$ cat config.mk
export PLATFORM = sky130hd
export DESIGN_NAME = cfd_device_flat
export DESIGN_NICKNAME = d
export VERILOG_FILES = /design/src/cfd_pkg.sv /design/src/cfd_link_if.sv /design/src/cfd_device.sv /design/src/flat_wrapper.sv
export SDC_FILE = /design/constraint.sdc
export NUM_CORES = 1
export LEC_CHECK = 0
export ABC_AREA = 1
export BUFFER_PORTS_ARGS = -buffer_cell sky130_fd_sc_hd__clkbuf_2
export CAP_MARGIN = 10
export CORE_ASPECT_RATIO = 1.75
export CORE_MARGIN = 8
export CORE_UTILIZATION = 50
export DETAILED_ROUTE_END_ITERATION = 16
export GPL_ROUTABILITY_DRIVEN = 0
export PLACE_DENSITY_LB_ADDON = 0.2
export SLEW_MARGIN = 0
export SYNTH_ARGS = -nofsm -noshare
export SYNTH_HDL_FRONTEND = slang
export SYNTH_SLANG_ARGS = --single-unit
$ cat constraint.sdc
create_clock -name pclk -period 8.8 [get_ports pclk]
set_clock_uncertainty 0.1 [all_clocks]
set_input_delay 0 -clock pclk [delete_from_list [all_inputs] [get_ports pclk]]
set_output_delay 0 -clock pclk [all_outputs]
set_load 0.01 [all_outputs]
$ cat src/cfd_pkg.sv
package cfd_pkg;
    // ------------------------------------------------------------
    // Widths
    // ------------------------------------------------------------
    localparam int CW = 14;
    localparam int NCELL = 12;
    localparam int NFUNC = 11;
    localparam int DEVW = 4;
    localparam int AW = 3;
    // ------------------------------------------------------------
    // Device register map on the link
    // ------------------------------------------------------------
    localparam logic [2:0] A_OVLIM = 3'h0;
    localparam logic [2:0] A_UVLIM = 3'h1;
    localparam logic [2:0] A_FSETUP = 3'h2;
    localparam logic [2:0] A_CELLSET = 3'h3;
    localparam logic [2:0] A_OVF = 3'h4;
    localparam logic [2:0] A_UVF = 3'h5;
    localparam logic [2:0] A_FSTAT = 3'h6;
    localparam logic [2:0] A_CMD = 3'h7;
    localparam logic [13:0] CMD_SLEEP = 14'h0001;
    localparam logic [13:0] CMD_WAKE = 14'h0002;
    localparam logic [3:0] BCAST_DEV = 4'hf;
    localparam logic [13:0] OVLIM_RST = 14'h1fff;
    localparam logic [13:0] UVLIM_RST = 14'h0000;
    localparam logic [2:0] TOT_RST = 3'h3;
    localparam int TOT_LSB = 0;
    localparam logic [11:0] CELLSET_RST = 12'h000;
    localparam int FS_CLK = 0;
    localparam int FS_OV = 1;
    localparam int FS_UV = 2;
    localparam int FS_FUNC = 3;
    // ------------------------------------------------------------
    // Timing
    // ------------------------------------------------------------
    localparam int CLK_NS = 8;
    localparam int COMM_TO_NS = 2000;
    localparam int COMM_TO_CYC = (COMM_TO_NS + CLK_NS - 1) / CLK_NS;
    localparam int HOST_TO_CYC = 2 * COMM_TO_CYC;
    // ------------------------------------------------------------
    // Host APB map
    // ------------------------------------------------------------
    localparam logic [7:0] H_CTRL = 8'h00;
    localparam logic [7:0] H_ADDR = 8'h04;
    localparam logic [7:0] H_WDATA = 8'h08;
    localparam logic [7:0] H_STAT = 8'h0c;
    localparam logic [7:0] H_RDATA = 8'h10;
    localparam logic [7:0] H_REPORT = 8'h14;
    localparam int CT_GO = 0;
    localparam int CT_RECOVER = 1;
    localparam int CT_CLEAR = 2;
    localparam int HA_DEV = 4;
    localparam int HA_WR = 8;
    localparam int ST_BUSY = 0;
    localparam int ST_DONE = 1;
    localparam int ST_FAIL = 2;
    localparam int ST_RPT = 3;
    localparam int ST_ALARM = 4;
    localparam int RETRIES = 3;
    typedef enum logic [4:0] {
        H_IDLE = 5'b00001,
        H_REQ = 5'b00010,
        H_SLP = 5'b00100,
        H_WAK = 5'b01000,
        H_CLR = 5'b10000
    } cfd_hstate_e;
endpackage : cfd_pkg

$ cat src/cfd_link_if.sv
`timescale 1ns/100ps
interface cfd_link_if;
    logic req;
    logic wr;
    logic [3:0] dev;
    logic [2:0] addr;
    logic [13:0] wdata;
    logic ack;
    logic fail;
    logic [13:0] rdata;
    logic rpt_valid;
    logic [13:0] rpt_data;
    logic fault_n;
    modport host (output req, wr, dev, addr, wdata,
                  input ack, fail, rdata, rpt_valid, rpt_data, fault_n);
    modport node (input req, wr, dev, addr, wdata,
                 output ack, fail, rdata, rpt_valid, rpt_data, fault_n);
endinterface : cfd_link_if

$ cat src/cfd_device.sv
// Behaviour
// - Supervise functions, set matching fault status bits
// - Oscillator fault: set clock flag, then sleep
// - Asleep: ignore normal communications, no answer
// - Silent upstream device yields communications failure
// - Host recovers by repeated sleep and wakeup
// - Limits coded full scale; host sets first
// - Filter count field resets to eight samples
// - Cell setup bit one means no cell
// - Skip overvoltage check on unconnected inputs
// - Overvoltage flagged after programmed consecutive results
// - First fault sends status unprompted
// - Host clears overvoltage register before status
// - Changing filter count field clears filter history
// - Passing scan clears cell overvoltage count
// - Alarm low while any status bit set
// - Host clears status by writing zero last
`timescale 1ns/100ps
module cfd_device
    import cfd_pkg::*;
#(
    parameter logic [3:0] DEV_ID = 4'h0
)(
    input wire logic pclk,
    input wire logic presetn,
    cfd_link_if.node lnk,
    input wire logic [NFUNC-1:0] func_fault,
    input wire logic osc_fail,
    input wire logic scan_valid,
    input wire logic [3:0] scan_cell,
    input wire logic [CW-1:0] scan_code,
    output logic up_req,
    output logic up_wr,
    output logic [3:0] up_dev,
    output logic [2:0] up_addr,
    output logic [CW-1:0] up_wdata,
    input wire logic up_ack,
    input wire logic [CW-1:0] up_rdata,
    output logic sleep
);
    generate
        if (DEV_ID == BCAST_DEV) begin : g_bad_id
            $error("Device id collides with broadcast id");
        end
    endgenerate
    // ------------------------------------------------------------
    // Per-cell consecutive-sample filters
    // ------------------------------------------------------------
    logic [CW-1:0] ovlim_q, uvlim_q;
    logic [2:0] tot_q;
    logic [NCELL-1:0] cell_off_q;
    logic sleep_q, filt_clr;
    logic [NCELL-1:0] ov_set, uv_set;
    logic [7:0] thresh;

    assign thresh = 8'h01 << tot_q; // Count 1,2,4..128; reset code selects 8

    genvar gi;
    generate
        for (gi = 0; gi < NCELL; gi++)
        begin : g_cell
            logic [7:0] ov_cnt_q, ov_cnt_d, uv_cnt_q, uv_cnt_d;
            logic hit, ov_res, uv_res;
            always_comb
            begin
                hit = scan_valid && !sleep_q && (scan_cell == 4'(gi))
                    && !cell_off_q[gi];
                ov_res = scan_code > ovlim_q;
                uv_res = scan_code < uvlim_q;
                ov_cnt_d = ov_cnt_q;
                uv_cnt_d = uv_cnt_q;
                if (filt_clr)
                begin
                    ov_cnt_d = 8'h00;
                    uv_cnt_d = 8'h00;
                end
                else if (hit)
                begin
                    // Saturate so a cell held high keeps its flag source stable
                    ov_cnt_d = !ov_res ? 8'h00 : (ov_cnt_q >= thresh) ? ov_cnt_q
                             : ov_cnt_q + 8'h01;
                    uv_cnt_d = !uv_res ? 8'h00 : (uv_cnt_q >= thresh) ? uv_cnt_q
                             : uv_cnt_q + 8'h01;
                end
                ov_set[gi] = !filt_clr && hit && ov_res && (ov_cnt_d >= thresh);
                uv_set[gi] = !filt_clr && hit && uv_res && (uv_cnt_d >= thresh);
            end
            always_ff @(posedge pclk or negedge presetn)
            begin
                if (!presetn)
                begin
                    ov_cnt_q <= 8'h00;
                    uv_cnt_q <= 8'h00;
                end
                else
                begin
                    ov_cnt_q <= ov_cnt_d;
                    uv_cnt_q <= uv_cnt_d;
                end
            end
        end
    endgenerate
    // ------------------------------------------------------------
    // Registers, link answers and fault reporting
    // ------------------------------------------------------------
    logic [CW-1:0] ovlim_d, uvlim_d, fstat_q, fstat_d, sets, rdata_q, rdata_d;
    logic [2:0] tot_d;
    logic [NCELL-1:0] cell_off_d, ovf_q, ovf_d, uvf_q, uvf_d;
    logic sleep_d, osc_q, sleep_go_q, ack_q, ack_d, fail_q, fail_d;
    logic fwd_q, fwd_d, rpt_pend_q, rpt_pend_d, rpt_v_q, rpt_v_d, fault_n_q, fault_n_d;
    logic [CW-1:0] rpt_data_q, rpt_data_d;
    logic [15:0] to_q, to_d;
    logic take, mine, is_wake;

    always_comb
    begin
        ovlim_d = ovlim_q;
        uvlim_d = uvlim_q;
        tot_d = tot_q;
        cell_off_d = cell_off_q;
        ovf_d = ovf_q | ov_set;
        uvf_d = uvf_q | uv_set;
        fstat_d = fstat_q;
        rdata_d = rdata_q;
        sleep_d = sleep_q || sleep_go_q; // Flag lands one edge before sleep
        ack_d = 1'b0;
        fail_d = 1'b0;
        fwd_d = fwd_q;
        to_d = to_q;
        rpt_v_d = 1'b0;
        rpt_data_d = rpt_data_q;
        filt_clr = 1'b0;
        take = lnk.req && !ack_q && !fail_q && !fwd_q;
        mine = (lnk.dev == DEV_ID) || (lnk.dev == BCAST_DEV);
        is_wake = lnk.wr && (lnk.addr == A_CMD) && (lnk.wdata == CMD_WAKE);
        if (take && sleep_q)
        begin
            if (mine && is_wake)
            begin
                sleep_d = 1'b0;
                ack_d = 1'b1;
            end
            // Anything else is dropped with no answer
        end
        else if (take && mine)
        begin
            ack_d = 1'b1;
            if (lnk.wr)
            begin
                case (lnk.addr)
                    A_OVLIM: ovlim_d = lnk.wdata;
                    A_UVLIM: uvlim_d = lnk.wdata;
                    A_FSETUP:
                    begin
                        tot_d = lnk.wdata[TOT_LSB +: 3];
                        filt_clr = tot_d != tot_q;
                    end
                    A_CELLSET: cell_off_d = lnk.wdata[NCELL-1:0];
                    A_OVF: ovf_d = (ovf_q & lnk.wdata[NCELL-1:0]) | ov_set;
                    A_UVF: uvf_d = (uvf_q & lnk.wdata[NCELL-1:0]) | uv_set;
                    A_FSTAT: fstat_d = fstat_q & lnk.wdata;
                    A_CMD: sleep_d = sleep_d || (lnk.wdata == CMD_SLEEP);
                    default: sleep_d = sleep_d;
                endcase
            end
            else
            begin
                case (lnk.addr)
                    A_OVLIM: rdata_d = ovlim_q;
                    A_UVLIM: rdata_d = uvlim_q;
                    A_FSETUP: rdata_d = {11'h000, tot_q};
                    A_CELLSET: rdata_d = {2'h0, cell_off_q};
                    A_OVF: rdata_d = {2'h0, ovf_q};
                    A_UVF: rdata_d = {2'h0, uvf_q};
                    A_FSTAT: rdata_d = fstat_q;
                    default: rdata_d = 14'h0000;
                endcase
            end
        end
        else if (take && !sleep_q)
        begin
            fwd_d = 1'b1;
            to_d = 16'h0000;
        end
        else if (fwd_q)
        begin
            if (up_ack)
            begin
                fwd_d = 1'b0;
                ack_d = 1'b1;
                rdata_d = up_rdata;
            end
            else if (to_q == 16'(COMM_TO_CYC - 1))
            begin
                fwd_d = 1'b0;
                fail_d = 1'b1; // Upstream stayed silent
            end
            else
            begin
                to_d = to_q + 16'h0001;
            end
        end
        // Events after the write so a set always beats a clear
        sets = {func_fault, 1'b0, 1'b0, osc_fail && !osc_q};
        sets[FS_OV] = |ovf_d; // Stays up until its data bits clear
        sets[FS_UV] = |uvf_d;
        fstat_d = fstat_d | sets;
        rpt_pend_d = rpt_pend_q || ((fstat_q == 14'h0000) && (sets != 14'h0000));
        // Wait for a quiet link so the report never collides with an answer
        if (rpt_pend_q && !lnk.req && !ack_q && !fail_q && !fwd_q && !sleep_q)
        begin
            rpt_pend_d = 1'b0;
            rpt_v_d = 1'b1;
            rpt_data_d = fstat_q;
        end
        fault_n_d = fstat_d == 14'h0000;
    end

    always_ff @(posedge pclk or negedge presetn)
    begin
        if (!presetn)
        begin
            ovlim_q <= OVLIM_RST;
            uvlim_q <= UVLIM_RST;
            tot_q <= TOT_RST;
            cell_off_q <= CELLSET_RST;
            ovf_q <= '0;
            uvf_q <= '0;
            fstat_q <= '0;
            rdata_q <= '0;
            sleep_q <= 1'b0;
            osc_q <= 1'b0;
            sleep_go_q <= 1'b0;
            ack_q <= 1'b0;
            fail_q <= 1'b0;
            fwd_q <= 1'b0;
            to_q <= '0;
            rpt_pend_q <= 1'b0;
            rpt_v_q <= 1'b0;
            rpt_data_q <= '0;
            fault_n_q <= 1'b1;
        end
        else
        begin
            ovlim_q <= ovlim_d;
            uvlim_q <= uvlim_d;
            tot_q <= tot_d;
            cell_off_q <= cell_off_d;
            ovf_q <= ovf_d;
            uvf_q <= uvf_d;
            fstat_q <= fstat_d;
            rdata_q <= rdata_d;
            sleep_q <= sleep_d;
            osc_q <= osc_fail;
            sleep_go_q <= osc_fail && !osc_q;
            ack_q <= ack_d;
            fail_q <= fail_d;
            fwd_q <= fwd_d;
            to_q <= to_d;
            rpt_pend_q <= rpt_pend_d;
            rpt_v_q <= rpt_v_d;
            rpt_data_q <= rpt_data_d;
            fault_n_q <= fault_n_d;
        end
    end

    assign lnk.ack = ack_q;
    assign lnk.fail = fail_q;
    assign lnk.rdata = rdata_q;
    assign lnk.rpt_valid = rpt_v_q;
    assign lnk.rpt_data = rpt_data_q;
    assign lnk.fault_n = fault_n_q;
    assign sleep = sleep_q;
    // Forwarded request is held straight from the registered link inputs
    always_ff @(posedge pclk or negedge presetn)
    begin
        if (!presetn)
        begin
            up_req <= 1'b0;
            up_wr <= 1'b0;
            up_dev <= 4'h0;
            up_addr <= 3'h0;
            up_wdata <= 14'h0000;
        end
        else
        begin
            up_req <= fwd_d;
            if (take && !sleep_q && !mine)
            begin
                up_wr <= lnk.wr;
                up_dev <= lnk.dev;
                up_addr <= lnk.addr;
                up_wdata <= lnk.wdata;
            end
        end
    end
endmodule : cfd_device

$ cat src/flat_wrapper.sv
// flat-port wrapper written by rule: the top's interface ports become plain ports
module cfd_device_flat import cfd_pkg::*;
#(
    parameter logic [3:0] DEV_ID = 4'h0
)
  (pclk, presetn, func_fault, osc_fail, scan_valid, scan_cell, scan_code, up_req, up_wr, up_dev, up_addr, up_wdata, up_ack, up_rdata, sleep, lnk_req, lnk_wr, lnk_dev, lnk_addr, lnk_wdata, lnk_ack, lnk_fail, lnk_rdata, lnk_rpt_valid, lnk_rpt_data, lnk_fault_n);
  cfd_link_if lnk_i ();
  input wire logic pclk;
  input wire logic presetn;
  input wire logic [NFUNC-1:0] func_fault;
  input wire logic osc_fail;
  input wire logic scan_valid;
  input wire logic [3:0] scan_cell;
  input wire logic [CW-1:0] scan_code;
  output logic up_req;
  output logic up_wr;
  output logic [3:0] up_dev;
  output logic [2:0] up_addr;
  output logic [CW-1:0] up_wdata;
  input wire logic up_ack;
  input wire logic [CW-1:0] up_rdata;
  output logic sleep;
  input wire logic [$bits(lnk_i.req)-1:0] lnk_req;
  input wire logic [$bits(lnk_i.wr)-1:0] lnk_wr;
  input wire logic [$bits(lnk_i.dev)-1:0] lnk_dev;
  input wire logic [$bits(lnk_i.addr)-1:0] lnk_addr;
  input wire logic [$bits(lnk_i.wdata)-1:0] lnk_wdata;
  output wire logic [$bits(lnk_i.ack)-1:0] lnk_ack;
  output wire logic [$bits(lnk_i.fail)-1:0] lnk_fail;
  output wire logic [$bits(lnk_i.rdata)-1:0] lnk_rdata;
  output wire logic [$bits(lnk_i.rpt_valid)-1:0] lnk_rpt_valid;
  output wire logic [$bits(lnk_i.rpt_data)-1:0] lnk_rpt_data;
  output wire logic [$bits(lnk_i.fault_n)-1:0] lnk_fault_n;
  assign lnk_i.req = lnk_req;
  assign lnk_i.wr = lnk_wr;
  assign lnk_i.dev = lnk_dev;
  assign lnk_i.addr = lnk_addr;
  assign lnk_i.wdata = lnk_wdata;
  assign lnk_ack = lnk_i.ack;
  assign lnk_fail = lnk_i.fail;
  assign lnk_rdata = lnk_i.rdata;
  assign lnk_rpt_valid = lnk_i.rpt_valid;
  assign lnk_rpt_data = lnk_i.rpt_data;
  assign lnk_fault_n = lnk_i.fault_n;
  cfd_device #(.DEV_ID(DEV_ID)) u_core (.pclk(pclk), .presetn(presetn), .lnk(lnk_i), .func_fault(func_fault), .osc_fail(osc_fail), .scan_valid(scan_valid), .scan_cell(scan_cell), .scan_code(scan_code), .up_req(up_req), .up_wr(up_wr), .up_dev(up_dev), .up_addr(up_addr), .up_wdata(up_wdata), .up_ack(up_ack), .up_rdata(up_rdata), .sleep(sleep));
endmodule
### After elaboration in Yosys (flattened, before gate mapping)

Cells that the tools add are included.

* logic and storage cells: 449
* bits of input ports: 71
* register bits after elaboration: 348
* output and inout port bits: 56

* order comparisons: 50
* reduce and logical (&&, ||, !) cells: 144
* shifts and indexed selects: 1
* equality and inequality tests: 27
* bitwise gates (word level): 10
* mux-type cells: 145
* add/subtract/negate cells: 25

Operator list (count)
* $mux 8: 96
* $ge 8x8->1: 48
* $add 8x1->8 const B: 24
* $mux 14: 9
* $logic_and 1x1->1: 102
* $pmux 14 s7: 1
* $mux 12: 8
* $mux 16: 4
* $or 12x12->12: 4
* $logic_not 14->1: 2
* $mux 1: 27
* $and 12x12->12: 2
* $reduce_or 12->1: 2
* $eq 4x4->1 const B: 5
* $logic_not 1->1: 20
* $add 16x1->16 const B: 1
* $eq 16x8->1 const B: 1
* $eq 4x3->1 const B: 4
* $reduce_and 4->1: 4
* $and 14x14->14: 1
* $eq 14x1->1 const B: 1
* $eq 14x2->1 const B: 1
* $gt 14x14->1: 1
* $lt 14x14->1: 1
* other kinds (18): 33

### Logic depth before layout (Yosys ltp)

* word-level depth: 21
* depth in mapped cells: 29
* mapped depth without buffers: 28

### Worst setup path before layout

No wires, ideal clock.

* kind: register to register
* start: register u_core.tot_q[0]
* end: register u_core.rpt_pend_q
* arrival: 6.272 ns
* buffers on the path: 1
* cell stages (with the launch flop): 27
* library setup time: 0.124 ns
* period minus slack after synthesis: 6.496 ns
* setup slack: 2.304 ns
* data required time: 8.576 ns
* cells stage by stage: dfstp_2 > buf_4 > nor3_1 > ha_1 > inv_1 > a21oi_1 > o21ai_0 > a21oi_1 > a21boi_0 > nand2_1 > nor2_1 > nand2_1 > nor2_1 > o21ai_0 > a21oi_1 > ha_1 > a21oi_1 > o21a_1 > nand3_1 > nand3_1 > nor2_1 > nor2_1 > nand2_1 > nor2_1 > nand3_1 > o21bai_1 > a21oi_1

* elaborated cells on any way between the ends: 229
* those cells by class: 48 x order compare; 1 x eq/ne; 1 x shift; 109 x mux; 4 x bitwise; 66 x reduce/logical

RTL lines
* start, declared: RTL line cfd_device.sv:50 `logic [2:0] tot_q;`
* start signal, assigned: RTL line cfd_device.sv:247 `tot_q <= tot_d;`
* $shl 1x3->8 or $ne 3x3->1 (tied branches): RTL line cfd_device.sv:56, cfd_device.sv:156
* $ge 8x8->1 or $mux 1 (tied branches): RTL line cfd_device.sv:80, cfd_device.sv:150
* $mux 8 or $mux 1 (tied branches): RTL line cfd_device.sv:80, cfd_device.sv:148
* $mux 8 or $mux 1 (tied branches): RTL line cfd_device.sv:80, cfd_device.sv:145
* $mux 8 or $mux 1 (tied branches): RTL line cfd_device.sv:77, cfd_device.sv:136
* $mux 8 *: RTL line cfd_device.sv:72 `if (filt_clr)`
* named net u_core.g_cell[8].ov_cnt_d[7]: RTL line cfd_device.sv:62 `logic [7:0] ov_cnt_q, ov_cnt_d, uv_cnt_q, uv_cnt_d;`
* $ge 8x8->1 *: RTL line cfd_device.sv:85 `ov_set[gi] = !filt_clr && hit && ov_res && (ov_cnt_d >= thresh);`
* [4 not listed]
* $mux 12: RTL line cfd_device.sv:145 `else if (take && mine)`
* $mux 12 *: RTL line cfd_device.sv:136 `if (take && sleep_q)`
* $reduce_or 12->1 *: RTL line cfd_device.sv:205 `sets[FS_OV] = |ovf_d;`
* $reduce_bool 14->1 *: RTL line cfd_device.sv:208 `rpt_pend_d = rpt_pend_q || ((fstat_q == 14'h0000) && (sets != 14'h0000));`
* $logic_and 1x1->1 *: RTL line cfd_device.sv:208
* $logic_or 1x1->1 *: RTL line cfd_device.sv:208
* $mux 1 *: RTL line cfd_device.sv:210 `if (rpt_pend_q && !lnk.req && !ack_q && !fail_q && !fwd_q && !sleep_q)`
* named net u_core.rpt_pend_d: RTL line cfd_device.sv:110 `logic fwd_q, fwd_d, rpt_pend_q, rpt_pend_d, rpt_v_q, rpt_v_d, fault_n_q, fault_n_d;`
* end signal, assigned: RTL line cfd_device.sv:260 `rpt_pend_q <= rpt_pend_d;`
* end, declared: RTL line cfd_device.sv:110

Mark *: on every way through the listed nets, which the timed path passes. The rest lies on a longest branch.
A chain may end at the register's enable or synchronous reset.

### Final worst setup path

* start: register u_core.tot_q[1]
* end: register u_core.rpt_pend_q

* elaborated cells on any way between the ends: 229
* those cells by class: 48 x order compare; 1 x eq/ne; 1 x shift; 109 x mux; 4 x bitwise; 66 x reduce/logical

RTL lines
* $shl 1x3->8 or $ne 3x3->1 (tied branches): RTL line cfd_device.sv:56, cfd_device.sv:156
* $ge 8x8->1 or $mux 1 (tied branches): RTL line cfd_device.sv:80, cfd_device.sv:150
* $mux 8 or $mux 1 (tied branches): RTL line cfd_device.sv:80, cfd_device.sv:148
* $mux 8 or $mux 1 (tied branches): RTL line cfd_device.sv:80, cfd_device.sv:145
* $mux 8 or $mux 1 (tied branches): RTL line cfd_device.sv:77, cfd_device.sv:136
* $mux 8 *: RTL line cfd_device.sv:72
* named net u_core.g_cell[3].ov_cnt_d[7]: RTL line cfd_device.sv:62
* $ge 8x8->1 *: RTL line cfd_device.sv:85
* [5 not listed]
* $mux 12 *: RTL line cfd_device.sv:136
* named net u_core.ovf_d[3]: RTL line cfd_device.sv:108 `logic [NCELL-1:0] cell_off_d, ovf_q, ovf_d, uvf_q, uvf_d;`
* $reduce_or 12->1 *: RTL line cfd_device.sv:205
* $reduce_bool 14->1 *: RTL line cfd_device.sv:208
* $logic_and 1x1->1 *: RTL line cfd_device.sv:208
* $logic_or 1x1->1 *: RTL line cfd_device.sv:208
* $mux 1 *: RTL line cfd_device.sv:210
* named net u_core.rpt_pend_d: RTL line cfd_device.sv:110

Marked as above.

==> metrics.md <==
| Metric | Value |
|---|---|
| CP Launch Type | flop |
| Top Ports | 127 |
| Top cell type's share of synthesized area | a little under a third |
| Async SR Flop Fraction | 100% |
| Clock tree buffer depth | 3 |
| Slowest cell on the critical path | dfstp_2 |
| Power density over the cells | between 100 and 150 mW/mm² |
| Status | finished, violations left |
| Syn Area/Cell | around 7.7 µm² |
| Largest net degree at the start of global routing | approximately 150 |
| Setup tns final | 0 ns |
| Setup WS post-layout | approximately 3.2 ns |
| DRC errors left | 0 |
| Fin. max-slew vios | 0 |
| Number of global-route vias before repair | about 25000 |
| Final setup viols | 0 |
| RSZ-0062 raised after global routing | no |
| Die area | between 0.06 and 0.07 mm² |
| Die boundary width | 189 µm |
| Core Area | 0.0522 mm² |
| Worst slew pin tran | 1.12 ns |
| Setup CP Type | reg2reg |
| Leading post-synthesis cells by cell area | dfrtp_1 32%, ha_1 21%, nand2_1 8.7%, inv_1 7.0%, a21oi_1 6.7% |
| Post-CTS Setup Inserts | 0 |
| Synth top cells by count | 610 x nand2_1, 489 x inv_1, 437 x ha_1 |
| GR Overflow Total | 0 |
| CTS tree | yes |
| Synth unique cells | 55 |
| Port bufs | ~130 |
| Share of cells above drive strength 1 | 7.80% |
| Post-synth EDFFs | 0 |
| # diodes | 0 |
| # rows | approximately 110 |
| Placement Setup Slack | around 3.2 ns |
| Seq cells post-synth | roughly 350 |
| CTS H-tree lvls | 2 |
| Initial antenna violation count | 0 |
| DRT iter0 DRCs | about 1500 |
| Yosys Warn Count | 0 |
| Top-count cell post-synth | nand2_1 |
| Die extent in y | 320 µm |
| Layout area overhead | 13.8% |
| Number of CTS-inserted buffers | 36 |
| Net Count, Synth | about 3900 |
| Vias per cell | approximately 5.6 |
| Min Clock Period, post-route | 5.55 ns |
| Max stage delay on crit path | 0.72 ns |
| WL per Instance | around 18 µm |
| Leak Pwr | ~15 nW |
| Layout Utilization | between 50% and 60% |
| F_max | 180 MHz |
| First-pass GRT wire length | 128000 µm |
| Leading area contributor after synthesis | dfrtp_1 |
| Root buf cell | clkbuf_16 |
| DRT Pass-1 Iters | 5 |
| Initial core utilization | 50.4% |
| Ys flop type | dfrtp_1 |
| Total power | about 0.0041 W |
| Post-DRT Antenna Nets | 0 |
| Max VDD drop | approximately 0.00010 V |
| Hold_ws | -0.00132 ns |
| Clock Latency Late Sink | approximately 0.55 ns |
| Crit share post-route | a little over three fifths |
| Mapped Cells | 3412 |
| CP arrival | roughly 5.9 ns |
| Max-Cap Viols | 0 |
| Tot GR Track Use | between 20% and 30% |
| Worst-path clk slew | 0.07 ns |
| Via count | around 24000 |
| Dpl hpwl | just under 60000 µm |
| Final wirelength | 79900 µm |
| Fin. Hold Viols | 1 |
| Register area share after synthesis | 33.2% |
| Mapped Area | 0.0263 mm² |
| Worst slew margin | between 20% and 30% |
| Crit path capture type | flop |
| Num Clock Sinks | between 300 and 400 |
| Worst Hold Class | in2reg |
| Fillcell total | around 4900 |
| Failing checks | hold timing |
| Crit path max fanout | 48 |
| Fin nets | 4137 |
| CP required | between 9 and 10 ns |
worst max-delay path: cells and delay by family (launching register included):
family	cells	cell delay, ns
simple gates	14	1.73
fa+ha+maj	2	0.68
buf+inv	4	1.02
flops	1	0.72
compound gates	8	1.15
area by class of cell:
class	count	area, µm²	share of cell area [%]
multi-input combinational	2513	15600	52.1
timing repair buffer	219	1560	5.21
inverter	511	1920	6.41
sequential	348	8730	29.1
tap	678	848	2.83
clock inverter	15	246	0.823
clock buffer	48	1040	3.47
cell families after synthesis:
kind of cell               count (synthesis)  synth area share, %
buffers and inverters                    551                 8.00
muxes                                      2               0.0856
xor gates and xnor gates                  27                0.898
AOI/OAI and AO/OA                        742                 15.5
DFF                                      348                 33.2
and+or+nand+nor                         1305                 21.5
adders and majority gates                437                 20.8
routing by layer:
| layer | part of all wire, % | GRT usage (%) | vias up |
|---|---|---|---|
| met4 | 7.9 | 18.8 | 0 |
| met3 | 4.5 | 3.40 | 300 |
| met5 | 0 | 0 | - |
| met1 | 37 | 27.2 | 11300 |
| li1 | - | - | 12100 |
| met2 | 51 | 47.8 | 687 |
final timing paths:
kind / from / end / slack (ns) / cells after the start
max in group asynchronous: presetn / u_core.up_wdata[7] / 6.38 / 5
min in group asynchronous: presetn / u_core.g_cell[7].uv_cnt_q[2] / 0.47 / 4
worst min-delay path: lnk_wr / u_core.up_wr / -0.001 / 3
worst max register to register: u_core.tot_q[1] / u_core.rpt_pend_q / 3.25 / 28
worst max-delay path: u_core.tot_q[1] / u_core.rpt_pend_q / 3.25 / 28
worst min register to register: u_core.osc_q / u_core.sleep_go_q / 0.34 / 1
stage by stage:
step,std cells,instance area (µm²)
6_report,4332,29900
5_1_grt,4332,29900
4_1_cts,4332,29900
3_5_place_dp,4193,27900
3_3_place_gp,4193,27900
2_1_floorplan,3412,26300
layout by cell type, fill, tap and decap left out, types with 16 or more instances in the layout:
cell type and count:
dfstp_2 16, ha_1 437, nor2_1 320, a21oi_1 353, nand3_1 114, clkbuf_2 125, xor2_1 25, inv_2 20
nor4_1 22, o21ai_0 238, dlygate4sd3_1 75, a211oi_1 20, buf_4 16, inv_1 489, dfrtp_1 332, nand2_1 610
nand4_1 83, o21a_1 21, nor3_1 94, clkbuf_16 38, o2111ai_1 18
registers in the layout (all words and copies together) (netlist names), 3 cells and up:
name and cells:
u_core.g_cell.ov_cnt_q 96, u_core.g_cell.uv_cnt_q 96, u_core.to_q 16, u_core.fstat_q 14
u_core.lnk.rdata 14, u_core.lnk.rpt_data 14, u_core.ovlim_q 14, u_core.up_wdata 14
u_core.uvlim_q 14, u_core.cell_off_q 12, u_core.ovf_q 12, u_core.uvf_q 12
u_core.up_dev 4, u_core.tot_q 3, u_core.up_addr 3
timing repair:
item	CTS	global route
hold buffers	76	0
hold endpoints to repair	234	0
gates resized for setup	0	0
power by group:
group          switching, W  total, W  leakage (nW)  internal, W
Combinational      0.000353  0.000581          10.4     0.000228
Sequential        0.0000724   0.00177          4.23      0.00170
Clock              0.000695   0.00171         0.630      0.00101
Total               0.00112   0.00406          15.2      0.00294
(Power assumes the default switching activity.)
